File: src/rtl/cbsc_pkg.sv
// Package for the processor bus signal control block.
// Assumes a single pclk domain and an APB register port.
package cbsc_pkg;
  // ************************************************************
  // Register offsets (byte addresses)
  // ************************************************************
  localparam logic [7:0] OFS_CTRL = 8'h00;
  localparam logic [7:0] OFS_STATUS = 8'h04;
  localparam logic [7:0] OFS_MC_ADDR = 8'h08;
  localparam logic [7:0] OFS_MC_CTRL = 8'h0c;
  localparam logic [7:0] OFS_WDATA_LO = 8'h10;
  localparam logic [7:0] OFS_WDATA_HI = 8'h14;
  localparam logic [7:0] OFS_RDATA_LO = 8'h18;
  localparam logic [7:0] OFS_RDATA_HI = 8'h1c;
  localparam logic [7:0] OFS_CYCLE = 8'h20;
  // ************************************************************
  // Control register fields
  // ************************************************************
  localparam int CTRL_PFS_LSB = 0;    // Pin function select, 2 bits
  localparam int CTRL_MCEN_BIT = 2;   // Machine check enable
  localparam int CTRL_BPM_LSB = 4;    // Breakpoint match inputs, 4 bits
  localparam logic [31:0] CTRL_RST = 32'h0000_0000;
  // ************************************************************
  // Status register fields
  // ************************************************************
  localparam int ST_INTC_BIT = 0;
  localparam int ST_MCX_BIT = 1;
  localparam int ST_PEND_BIT = 2;
  localparam int ST_BUSY_BIT = 3;
  localparam int ST_HOLD_BIT = 4;
  localparam int ST_PERR_BIT = 5;
  localparam int ST_INQ_BIT = 6;
  // ************************************************************
  // Cycle register fields (write starts a cycle)
  // ************************************************************
  localparam int CYC_WR_BIT = 0;
  localparam int CYC_DC_BIT = 1;
  localparam int CYC_CACHE_BIT = 2;
  localparam int CYC_EXCL_BIT = 3;
  localparam int CYC_ADDR_LSB = 3;
  localparam int DATA_W = 64;
  localparam int BYTES = 8;
endpackage : cbsc_pkg

File: src/rtl/cbsc_parity.sv
// Even parity generator, one bit per data byte.
// Assumes purely combinational use inside the bus block.
`timescale 1ns/1ps
module cbsc_parity #(
  parameter int BYTES = 8
) (
  // Data in
  input wire logic [BYTES*8-1:0] data,
  // Parity out
  output logic [BYTES-1:0] par
);
  // ************************************************************
  // Per-byte parity
  // ************************************************************
  always_comb begin
    for (int i = 0; i < BYTES; i++) begin
      par[i] = ^data[i*8 +: 8];
    end
  end
endmodule : cbsc_parity

File: src/rtl/cbsc_strap.sv
// Strap catcher: samples a level at the first edge after reset release.
// Assumes the strap input is stable around reset release.
`timescale 1ns/1ps
module cbsc_strap (
  // Clock and reset
  input wire logic pclk,
  input wire logic presetn,
  // Strap level and caught value
  input wire logic strap_in,
  output logic strap_q
);
  logic done_r, done_nxt, val_r, val_nxt;
  // ************************************************************
  // Capture once after release
  // ************************************************************
  always_comb begin
    done_nxt = 1'b1;
    val_nxt = done_r ? val_r : strap_in;
  end
  always_ff @(posedge pclk or negedge presetn) begin
    if (!presetn) begin
      done_r <= 1'b0;
      val_r <= 1'b0;
    end else begin
      done_r <= done_nxt;
      val_r <= val_nxt;
    end
  end
  assign strap_q = val_r;
endmodule : cbsc_strap

File: src/rtl/cbsc_top.sv
// Processor-side bus signal control: strap, debug pins, bus cycle,
// data lanes with parity, bus check capture, write ordering.
// Assumes APB from software and synchronous chipset inputs on pclk.
`timescale 1ns/1ps
// Behaviour
// - Interrupt controller enabled only if strap high when reset releases.
// - Each breakpoint output reflects a match of one debug register.
// - Two lowest pins select breakpoint or perfmon; perfmon after reset.
// - Burst ready sampled only in data, pipelined data, pipelined states.
// - Bus request output driven always, high while a request is pending.
// - Active bus check captures current cycle address and control.
// - Machine check exception only when machine check enable set.
// - Bus check during stop clock raises exception after stop clock ends.
// - Cacheable output marks cacheable reads and burst writebacks, length.
// - Non-cacheable read data never marked cacheable despite cache enable.
// - All bus signals driven and sampled on rising clock edge.
// - Data/code select valid in same clock as address strobe.
// - Data bus 64 lines, byte 0 bits 7..0, byte 7 bits 63..56.
// - Write data driven in data phase; read data captured with ready.
// - Even parity per byte driven with write data.
// - Writes to exclusive/modified lines held while write buffer not empty.
// - Address strobe marks a new valid bus cycle being driven.
module cbsc_top #(
  parameter int DATA_W = 64,
  parameter int ADDR_W = 29
) (
  // Clock and reset
  input wire logic pclk,
  input wire logic presetn,
  // APB slave
  input wire logic psel,
  input wire logic penable,
  input wire logic pwrite,
  input wire logic [7:0] paddr,
  input wire logic [31:0] pwdata,
  output logic [31:0] prdata,
  output logic pready,
  output logic pslverr,
  // Strap and debug pins
  input wire logic local_intc_enable_strap,
  output logic [3:0] breakpoint_match_pins,
  input wire logic [1:0] perfmon_events,
  output logic intc_enabled,
  // Bus cycle control
  output logic addr_strobe_n,
  output logic data_code_sel,
  output logic write_read_sel,
  output logic cacheable_cycle_n,
  output logic bus_request_out,
  output logic [ADDR_W-1:0] addr_out,
  input wire logic burst_ready_n,
  input wire logic cache_enable_in_n,
  input wire logic bus_check_n,
  input wire logic stop_clock_n,
  input wire logic external_addr_strobe_n,
  input wire logic ext_write_buffer_empty_n,
  // Data lanes (two-way, oe low drives)
  input wire logic [DATA_W-1:0] data_lines_in,
  output logic [DATA_W-1:0] data_lines_out,
  output logic data_lines_oe_n,
  input wire logic [DATA_W/8-1:0] data_parity_lines_in,
  output logic [DATA_W/8-1:0] data_parity_lines_out,
  output logic data_parity_oe_n,
  // Core-side status
  output logic machine_check_exc,
  output logic read_cacheable
);
  localparam int NB = DATA_W / 8;
  typedef enum logic [1:0] {S_IDLE, S_ADDR, S_DATA} cbsc_state_type;

  // ************************************************************
  // State
  // ************************************************************
  cbsc_state_type st_r, st_nxt;
  logic [31:0] ctrl_r, ctrl_nxt;
  logic [ADDR_W-1:0] addr_r, addr_nxt;
  logic [3:0] cyc_r, cyc_nxt;         // wr, dc, cache, excl
  logic pend_r, pend_nxt;
  logic hold_r, hold_nxt;
  logic [DATA_W-1:0] wd_r, wd_nxt, rd_r, rd_nxt;
  logic [ADDR_W-1:0] mca_r, mca_nxt;
  logic [3:0] mcc_r, mcc_nxt;
  logic mcx_r, mcx_nxt, bcp_r, bcp_nxt, perr_r, perr_nxt, inq_r, inq_nxt;
  logic rc_r, rc_nxt;
  logic [31:0] prd_r, prd_nxt;
  logic rdy_r, rdy_nxt, err_r, err_nxt;
  logic [3:0] bp_r, bp_nxt;
  logic strb_r, strb_nxt, oe_r, oe_nxt;
  logic [NB-1:0] wpar, rpar;
  logic strap_q;

  // ************************************************************
  // Parity and strap helpers
  // ************************************************************
  cbsc_parity #(.BYTES(NB)) u_wpar (.data(wd_r), .par(wpar));
  cbsc_parity #(.BYTES(NB)) u_rpar (.data(data_lines_in), .par(rpar));
  cbsc_strap u_strap (.pclk(pclk), .presetn(presetn),
    .strap_in(local_intc_enable_strap), .strap_q(strap_q));

  // APB access phase and decode
  logic acc, wr_acc, go;
  logic [31:0] status;
  assign acc = psel && penable && !rdy_r;
  assign wr_acc = acc && pwrite;
  assign go = wr_acc && paddr == cbsc_pkg::OFS_CYCLE && !pend_r && st_r == S_IDLE;

  always_comb begin
    status = 32'h0000_0000;
    status[cbsc_pkg::ST_INTC_BIT] = strap_q;
    status[cbsc_pkg::ST_MCX_BIT] = mcx_r;
    status[cbsc_pkg::ST_PEND_BIT] = bcp_r;
    status[cbsc_pkg::ST_BUSY_BIT] = pend_r;
    status[cbsc_pkg::ST_HOLD_BIT] = hold_r;
    status[cbsc_pkg::ST_PERR_BIT] = perr_r;
    status[cbsc_pkg::ST_INQ_BIT] = inq_r;
  end

  // ************************************************************
  // Register file next state
  // ************************************************************
  always_comb begin
    ctrl_nxt = ctrl_r;
    wd_nxt = wd_r;
    prd_nxt = prd_r;
    rdy_nxt = acc;
    err_nxt = 1'b0;
    if (acc) begin
      unique case (paddr)
        cbsc_pkg::OFS_CTRL: prd_nxt = ctrl_r;
        cbsc_pkg::OFS_STATUS: prd_nxt = status;
        cbsc_pkg::OFS_MC_ADDR: prd_nxt = 32'(mca_r);
        cbsc_pkg::OFS_MC_CTRL: prd_nxt = {28'h0, mcc_r};
        cbsc_pkg::OFS_WDATA_LO: prd_nxt = wd_r[31:0];
        cbsc_pkg::OFS_WDATA_HI: prd_nxt = wd_r[63:32];
        cbsc_pkg::OFS_RDATA_LO: prd_nxt = rd_r[31:0];
        cbsc_pkg::OFS_RDATA_HI: prd_nxt = rd_r[63:32];
        cbsc_pkg::OFS_CYCLE: prd_nxt = {addr_r, cyc_r[2:0]};
        default: begin
          prd_nxt = 32'h0000_0000;
          err_nxt = 1'b1;
        end
      endcase
      if (pwrite) begin
        prd_nxt = 32'h0000_0000;
        if (paddr == cbsc_pkg::OFS_CTRL) ctrl_nxt = pwdata;
        if (paddr == cbsc_pkg::OFS_WDATA_LO && !pend_r) wd_nxt[31:0] = pwdata;
        if (paddr == cbsc_pkg::OFS_WDATA_HI && !pend_r) wd_nxt[63:32] = pwdata;
        if (paddr == cbsc_pkg::OFS_CYCLE && (pend_r || st_r != S_IDLE)) err_nxt = 1'b1;
        if (paddr == cbsc_pkg::OFS_STATUS) err_nxt = 1'b0;
      end
    end
  end

  // ************************************************************
  // Bus cycle sequencer
  // ************************************************************
  logic hold_now, rdy_in;
  assign rdy_in = !burst_ready_n;
  // Held write: exclusive/modified write while external buffer not empty
  assign hold_now = cyc_r[cbsc_pkg::CYC_WR_BIT] && cyc_r[cbsc_pkg::CYC_EXCL_BIT]
                    && ext_write_buffer_empty_n;

  always_comb begin
    st_nxt = st_r;
    addr_nxt = addr_r;
    cyc_nxt = cyc_r;
    pend_nxt = pend_r;
    hold_nxt = hold_now && pend_r && st_r == S_IDLE;
    rd_nxt = rd_r;
    rc_nxt = rc_r;
    perr_nxt = perr_r;
    strb_nxt = 1'b0;
    oe_nxt = 1'b0;
    if (go) begin
      addr_nxt = pwdata[cbsc_pkg::CYC_ADDR_LSB +: ADDR_W];
      cyc_nxt = pwdata[3:0];
      pend_nxt = 1'b1;
    end
    unique case (st_r)
      S_IDLE: if (pend_r && !hold_now) begin
        st_nxt = S_ADDR;
        strb_nxt = 1'b1;
      end
      S_ADDR: begin
        st_nxt = S_DATA;
        oe_nxt = cyc_r[cbsc_pkg::CYC_WR_BIT];
      end
      S_DATA: begin
        oe_nxt = cyc_r[cbsc_pkg::CYC_WR_BIT];
        if (rdy_in) begin
          st_nxt = S_IDLE;
          pend_nxt = 1'b0;
          oe_nxt = 1'b0;
          if (!cyc_r[cbsc_pkg::CYC_WR_BIT]) begin
            rd_nxt = data_lines_in;
            perr_nxt = rpar != data_parity_lines_in;
            // Cache only when cycle cacheable and chipset agrees
            rc_nxt = cyc_r[cbsc_pkg::CYC_CACHE_BIT] && !cache_enable_in_n;
          end
        end
      end
      default: st_nxt = S_IDLE;
    endcase
  end

  // ************************************************************
  // Bus check capture and machine check
  // ************************************************************
  always_comb begin
    mca_nxt = mca_r;
    mcc_nxt = mcc_r;
    bcp_nxt = bcp_r;
    mcx_nxt = 1'b0;
    inq_nxt = inq_r || !external_addr_strobe_n;
    if (acc && pwrite && paddr == cbsc_pkg::OFS_STATUS && pwdata[cbsc_pkg::ST_INQ_BIT])
      inq_nxt = !external_addr_strobe_n;
    if (!bus_check_n) begin
      mca_nxt = addr_r;
      mcc_nxt = cyc_r;
      bcp_nxt = 1'b1;
    end
    // Exception waits for stop clock release
    if (bcp_r && stop_clock_n) begin
      bcp_nxt = !bus_check_n;
      mcx_nxt = ctrl_r[cbsc_pkg::CTRL_MCEN_BIT];
    end
    // Breakpoint or perfmon on the two low pins
    bp_nxt = ctrl_r[cbsc_pkg::CTRL_BPM_LSB +: 4];
    for (int i = 0; i < 2; i++)
      if (!ctrl_r[cbsc_pkg::CTRL_PFS_LSB + i]) bp_nxt[i] = perfmon_events[i];
  end

  // ************************************************************
  // Registers
  // ************************************************************
  always_ff @(posedge pclk or negedge presetn) begin
    if (!presetn) begin
      st_r <= S_IDLE;
      ctrl_r <= cbsc_pkg::CTRL_RST;
      addr_r <= '0;
      cyc_r <= 4'h0;
      pend_r <= 1'b0;
      hold_r <= 1'b0;
      wd_r <= '0;
      rd_r <= '0;
      mca_r <= '0;
      mcc_r <= 4'h0;
      mcx_r <= 1'b0;
      bcp_r <= 1'b0;
      perr_r <= 1'b0;
      inq_r <= 1'b0;
      rc_r <= 1'b0;
      prd_r <= 32'h0000_0000;
      rdy_r <= 1'b0;
      err_r <= 1'b0;
      bp_r <= 4'h0;
      strb_r <= 1'b0;
      oe_r <= 1'b0;
    end else begin
      st_r <= st_nxt;
      ctrl_r <= ctrl_nxt;
      addr_r <= addr_nxt;
      cyc_r <= cyc_nxt;
      pend_r <= pend_nxt;
      hold_r <= hold_nxt;
      wd_r <= wd_nxt;
      rd_r <= rd_nxt;
      mca_r <= mca_nxt;
      mcc_r <= mcc_nxt;
      mcx_r <= mcx_nxt;
      bcp_r <= bcp_nxt;
      perr_r <= perr_nxt;
      inq_r <= inq_nxt;
      rc_r <= rc_nxt;
      prd_r <= prd_nxt;
      rdy_r <= rdy_nxt;
      err_r <= err_nxt;
      bp_r <= bp_nxt;
      strb_r <= strb_nxt;
      oe_r <= oe_nxt;
    end
  end

  // ************************************************************
  // Outputs, all from flip-flops except write parity, an XOR of wd_r
  // ************************************************************
  assign prdata = prd_r;
  assign pready = rdy_r;
  assign pslverr = err_r;
  assign breakpoint_match_pins = bp_r;
  assign intc_enabled = strap_q;
  assign addr_strobe_n = !strb_r;
  assign data_code_sel = cyc_r[cbsc_pkg::CYC_DC_BIT];
  assign write_read_sel = cyc_r[cbsc_pkg::CYC_WR_BIT];
  assign cacheable_cycle_n = !cyc_r[cbsc_pkg::CYC_CACHE_BIT];
  assign bus_request_out = pend_r;
  assign addr_out = addr_r;
  assign data_lines_out = wd_r;
  assign data_lines_oe_n = !oe_r;
  assign data_parity_lines_out = wpar;
  assign data_parity_oe_n = !oe_r;
  assign machine_check_exc = mcx_r;
  assign read_cacheable = rc_r;

  // ************************************************************
  // Assertions
  // ************************************************************
  a_strobe_then_data: assert property (@(posedge pclk) disable iff (!presetn)
    !addr_strobe_n |=> st_r == S_DATA) else $error("strobe not followed by data");
  a_ready_ends_cycle: assert property (@(posedge pclk) disable iff (!presetn)
    st_r == S_DATA && !burst_ready_n |=> !bus_request_out)
    else $error("ready did not end cycle");
  a_ready_ignored_idle: assert property (@(posedge pclk) disable iff (!presetn)
    st_r == S_IDLE && !pend_r |=> st_r == S_IDLE) else $error("idle left");
  a_write_drive: assert property (@(posedge pclk) disable iff (!presetn)
    st_r == S_DATA && write_read_sel |-> !data_lines_oe_n) else $error("write not driven");
  a_read_float: assert property (@(posedge pclk) disable iff (!presetn)
    !write_read_sel |-> data_lines_oe_n) else $error("read drives lines");
  a_parity_even: assert property (@(posedge pclk) disable iff (!presetn)
    !data_parity_oe_n |-> data_parity_lines_out[NB-1] == ^data_lines_out[DATA_W-1 -: 8])
    else $error("parity wrong");
  a_mcx_gate: assert property (@(posedge pclk) disable iff (!presetn)
    machine_check_exc |-> $past(ctrl_r[cbsc_pkg::CTRL_MCEN_BIT]) && $past(stop_clock_n))
    else $error("exception without enable");
  a_check_capture: assert property (@(posedge pclk) disable iff (!presetn)
    !bus_check_n |=> mca_r == $past(addr_r)) else $error("bus check not captured");
  a_nocache_read: assert property (@(posedge pclk) disable iff (!presetn)
    $rose(read_cacheable) |-> !cacheable_cycle_n) else $error("uncached read cached");
  a_hold_write: assert property (@(posedge pclk) disable iff (!presetn)
    st_r == S_IDLE && hold_now |=> addr_strobe_n) else $error("held write issued");
  a_perfmon_reset: assert property (@(posedge pclk) disable iff (!presetn)
    ctrl_r[1:0] == 2'b00 |=> breakpoint_match_pins[1:0] == $past(perfmon_events))
    else $error("perfmon not selected");
endmodule : cbsc_top

File: config.mk
export PLATFORM = sky130hd
export DESIGN_NAME = cbsc_top
export DESIGN_NICKNAME = d
export VERILOG_FILES = /design/src/rtl/cbsc_pkg.sv /design/src/rtl/cbsc_parity.sv /design/src/rtl/cbsc_strap.sv /design/src/rtl/cbsc_top.sv
export SDC_FILE = /design/constraint.sdc
export NUM_CORES = 1
export LEC_CHECK = 0
export BUFFER_PORTS_ARGS = -buffer_cell sky130_fd_sc_hd__buf_2
export CAP_MARGIN = 0
export CORE_MARGIN = 2
export CORE_UTILIZATION = 40
export CTS_BUF_LIST = sky130_fd_sc_hd__clkbuf_8 sky130_fd_sc_hd__clkbuf_16
export CTS_CLUSTER_DIAMETER = 200
export CTS_CLUSTER_SIZE = 24
export DETAILED_ROUTE_END_ITERATION = 7
export SYNTH_ARGS = -nofsm -noshare
export SYNTH_HDL_FRONTEND = slang
export SYNTH_HIERARCHICAL = 1
export SYNTH_SLANG_ARGS = --single-unit
export TNS_END_PERCENT = 100
File: constraint.sdc
create_clock -name pclk -period 2.4 [get_ports pclk]
set_input_delay 0.48 -clock pclk [delete_from_list [all_inputs] [get_ports pclk]]
set_output_delay 0.48 -clock pclk [all_outputs]
set_load 0.01 [all_outputs]
==> qor.yml <==
synth_enable_flop_cells: 0
rsz0062_at_grt: "no"
ys_ff_latch: 275
syn_avg_cell_area_um2: 13.61
start_util_pct: 40.49
hold_ws_ns: 0.1354
arrival_ns: 1.78
io_buffers: 274
cts-root-buf: "clkbuf_16"
finalHoldViolCount: 0
ff_latch_area_um2: 6882
postCtsSetupRepairBufs: 0
clk_pin_slew_ns: 0.10
startpoint_type: "register"
status: "finished, final reports clean"
worstSkewPairLatency_ns: 0.51
post_cts_resized: 0
p_sw_mw: 2.888
final_cell_mix: "dfrtp_1, buf_2, mux2_2"
drv_slew: 0
cp-end-kind: "output port"
worstPathMaxFanout: 4
grt_pass1_wl_mm: 61.14
synthesis.nets: 1126
p_total_mw: 10.49
core_area_um2: 33450
powerDensity_nw_per_um2: 646.2
max_cap_viol_count: 0
cts_tree: "built"
antenna_found_initial: 5
yosysWarningCount: 6
cts_max_path_buffers: 3
vias_per_cell: 5.370
design.die.area_um2: 35350
grt_max_degree: 79
fmax_mhz: 443.3
slew_headroom_pct: 51.58
synth_area_um2: 13540
tightest_slew_ns: 0.7248
row_count: 67
p_leak_nw: 7.897
cts_made_buffers: 15
io_pins: 275
peakVddDrop_mv: 0.3721
timing_worst_setup_path_type: "reg -> out"
dr.pass1.iters: 5
clock_skew_ns: 0.02579
drc: 0
synth-main-ff-cell: "dfrtp_1"
fill_cells: 3056
setup_viol: 0
vias: 9307
numClockSinks: 275
power_frac_comb_pct: 21.2
gr-total-overflow: 0
internal_power_mw: 7.605
layout_commonest_cell: "dfrtp_1"
area_delta_synth_final_pct: 19.90
async_flop_share_pct: 100.0
swShare_pct: 27.52
track_usage_pct: 22.94
dieWidth_um: 188.0
grt_pass1_vias: 9613
drive_gt1_share_pct: 48.91
num-nets-final: 1413
syn_inst: 995
cts_hold_buf: 1
dieHeight_um: 188.0
cp_data_required_time_ns: 1.92
timing.final.crit_share_pct: 93.98
routabilityCongestion: 0.8366
multi_input_area_um2: 6330
wl_per_cell_um: 23.48
wirelength_mm: 40.69
htreeDepth: 1
power.share.clock_pct: 25.4
drtAntennaViolNets: 0
drt_iter0_markers: 503
ys_seq_area_share_pct: 50.81
seq_power_share_pct: 53.3
min_period_ns: 2.256
tns_ns: 0
dp_hpwl_mm: 30.42
hp-class: "in -> reg"
synth.distinct_cells: 64
metrics by stage:
step	utilization, %	cell area [um2]	setup slack (ns)	std cells
floorplan	-	13540	0.2701	995
global placement	47.30	15820	0.1582	1712
CTS	48.52	16230	0.1611	1730
detailed placement	47.30	15820	0.1382	1712
finish	48.55	16240	0.1444	1733
global route	48.52	16230	0.1023	1730
routing by layer:
| metal | global-route usage [%] | wire [um] | vias to the layer above |
|---|---|---|---|
| met5 | 0 | 26 | - |
| met4 | 4.997 | 881 | 4 |
| met3 | 5.634 | 2787 | 47 |
| met2 | 37.38 | 19260 | 303 |
| met1 | 31.10 | 17740 | 4744 |
| li1 | - | - | 4209 |
path summary, 6_finish.rpt:
check                      slack [ns]  cells past startpoint                  endpoint                    from
setup / recovery                 0.14                      4  data_parity_lines_out[6]      data_lines_out[50]
hold / removal                   0.14                      2                     inq_r  external_addr_strobe_n
setup reg to reg                 0.27                      6              addr_out[22]                 st_r[0]
hold reg to reg                  0.41                      0  breakpoint_match_pins[2]               ctrl_r[6]
max in group asynchronous        1.14                      3                   rd_r[2]                 presetn
min in group asynchronous        0.57                      2                  rd_r[48]                 presetn
layout make-up:
cell class	instances	area share (%)
Multi-Input combinational cell	647	38.98
Inverter	9	0.2080
Sequential cell	275	42.38
Timing Repair Buffer	334	12.47
Clock inverter	2	0.1541
Antenna cell	3	0.04623
Clock buffer	15	2.312
Tap cell	448	3.452
Yosys cell counts, types with 4 or more instances:
| cell | count | share of area, % |
|---|---|---|
| dfrtp_1 | 275 | 51 |
| mux2_2 | 211 | 18 |
| mux2_4 | 30 | 3.3 |
| buf_1 | 9 | 0.25 |
| nand2_1 | 24 | 0.67 |
| buf_6 | 7 | 0.58 |
| a32oi_1 | 9 | 0.58 |
| or3_1 | 4 | 0.18 |
| mux4_2 | 19 | 3.2 |
| clkbuf_1 | 26 | 0.72 |
| nor2_1 | 10 | 0.28 |
| nor4_1 | 5 | 0.23 |
| xnor2_1 | 96 | 6.2 |
| xor2_1 | 24 | 1.6 |
| a32o_1 | 7 | 0.52 |
| a221oi_1 | 11 | 0.71 |
| nor2b_1 | 8 | 0.37 |
| buf_4 | 9 | 0.50 |
| nand3_1 | 16 | 0.59 |
| inv_1 | 9 | 0.25 |
| o21ai_0 | 5 | 0.18 |
| a21oi_1 | 4 | 0.15 |
| a22oi_1 | 9 | 0.50 |
| o21ai_1 | 18 | 0.67 |
| and3_1 | 7 | 0.32 |
| ha_1 | 5 | 0.46 |
| o211ai_1 | 10 | 0.55 |
| a22o_1 | 14 | 0.91 |
| buf_2 | 13 | 0.48 |
| nand4_1 | 5 | 0.23 |
| mux2i_1 | 32 | 2.4 |
| nor3_1 | 10 | 0.37 |
| o22a_1 | 5 | 0.32 |
worst max-delay path, stage by stage, from the launching register on:
cell,delay [ns]
dfrtp_1,0.49
xnor2_1,0.18
xnor2_1,0.26
xnor2_1,0.17
buf_2,0.16
power groups by stage:
stage	Sequential (mW)	Combinational (mW)	Clock (mW)
4_1_cts	5.60	2.26	2.75
2_1_floorplan	5.55	1.48	0
3_5_place_dp	5.69	2.25	0
6_report	5.60	2.23	2.67
3_3_place_gp	5.66	2.22	0
5_1_grt	5.67	2.41	2.89
state kept, by name, summed over array words and instances (netlist names), 2 cells and up:
signal / cells
addr_out: 29
breakpoint_match_pins: 4
ctrl_r: 32
cyc_r: 3
data_lines_out: 64
mca_r: 29
mcc_r: 3
prdata: 32
rd_r: 64
st_r: 2
cells by family (layout without fill, tap and decap cells):
| logic type | after synthesis | count (layout) | synth area share, % |
|---|---|---|---|
| AOI/OAI and AO/OA | 114 | 114 | 6.523 |
| xor gates and xnor gates | 120 | 120 | 7.761 |
| adders and majority gates | 5 | 5 | 0.4619 |
| buffers and inverters | 73 | 360 | 2.781 |
| DFF | 275 | 275 | 50.81 |
| muxes | 293 | 293 | 26.48 |
| other | 1 | 4 | 0.02769 |
| and+or+nand+nor | 114 | 114 | 5.155 |
Note: power is estimated with default switching activity, not from simulation.
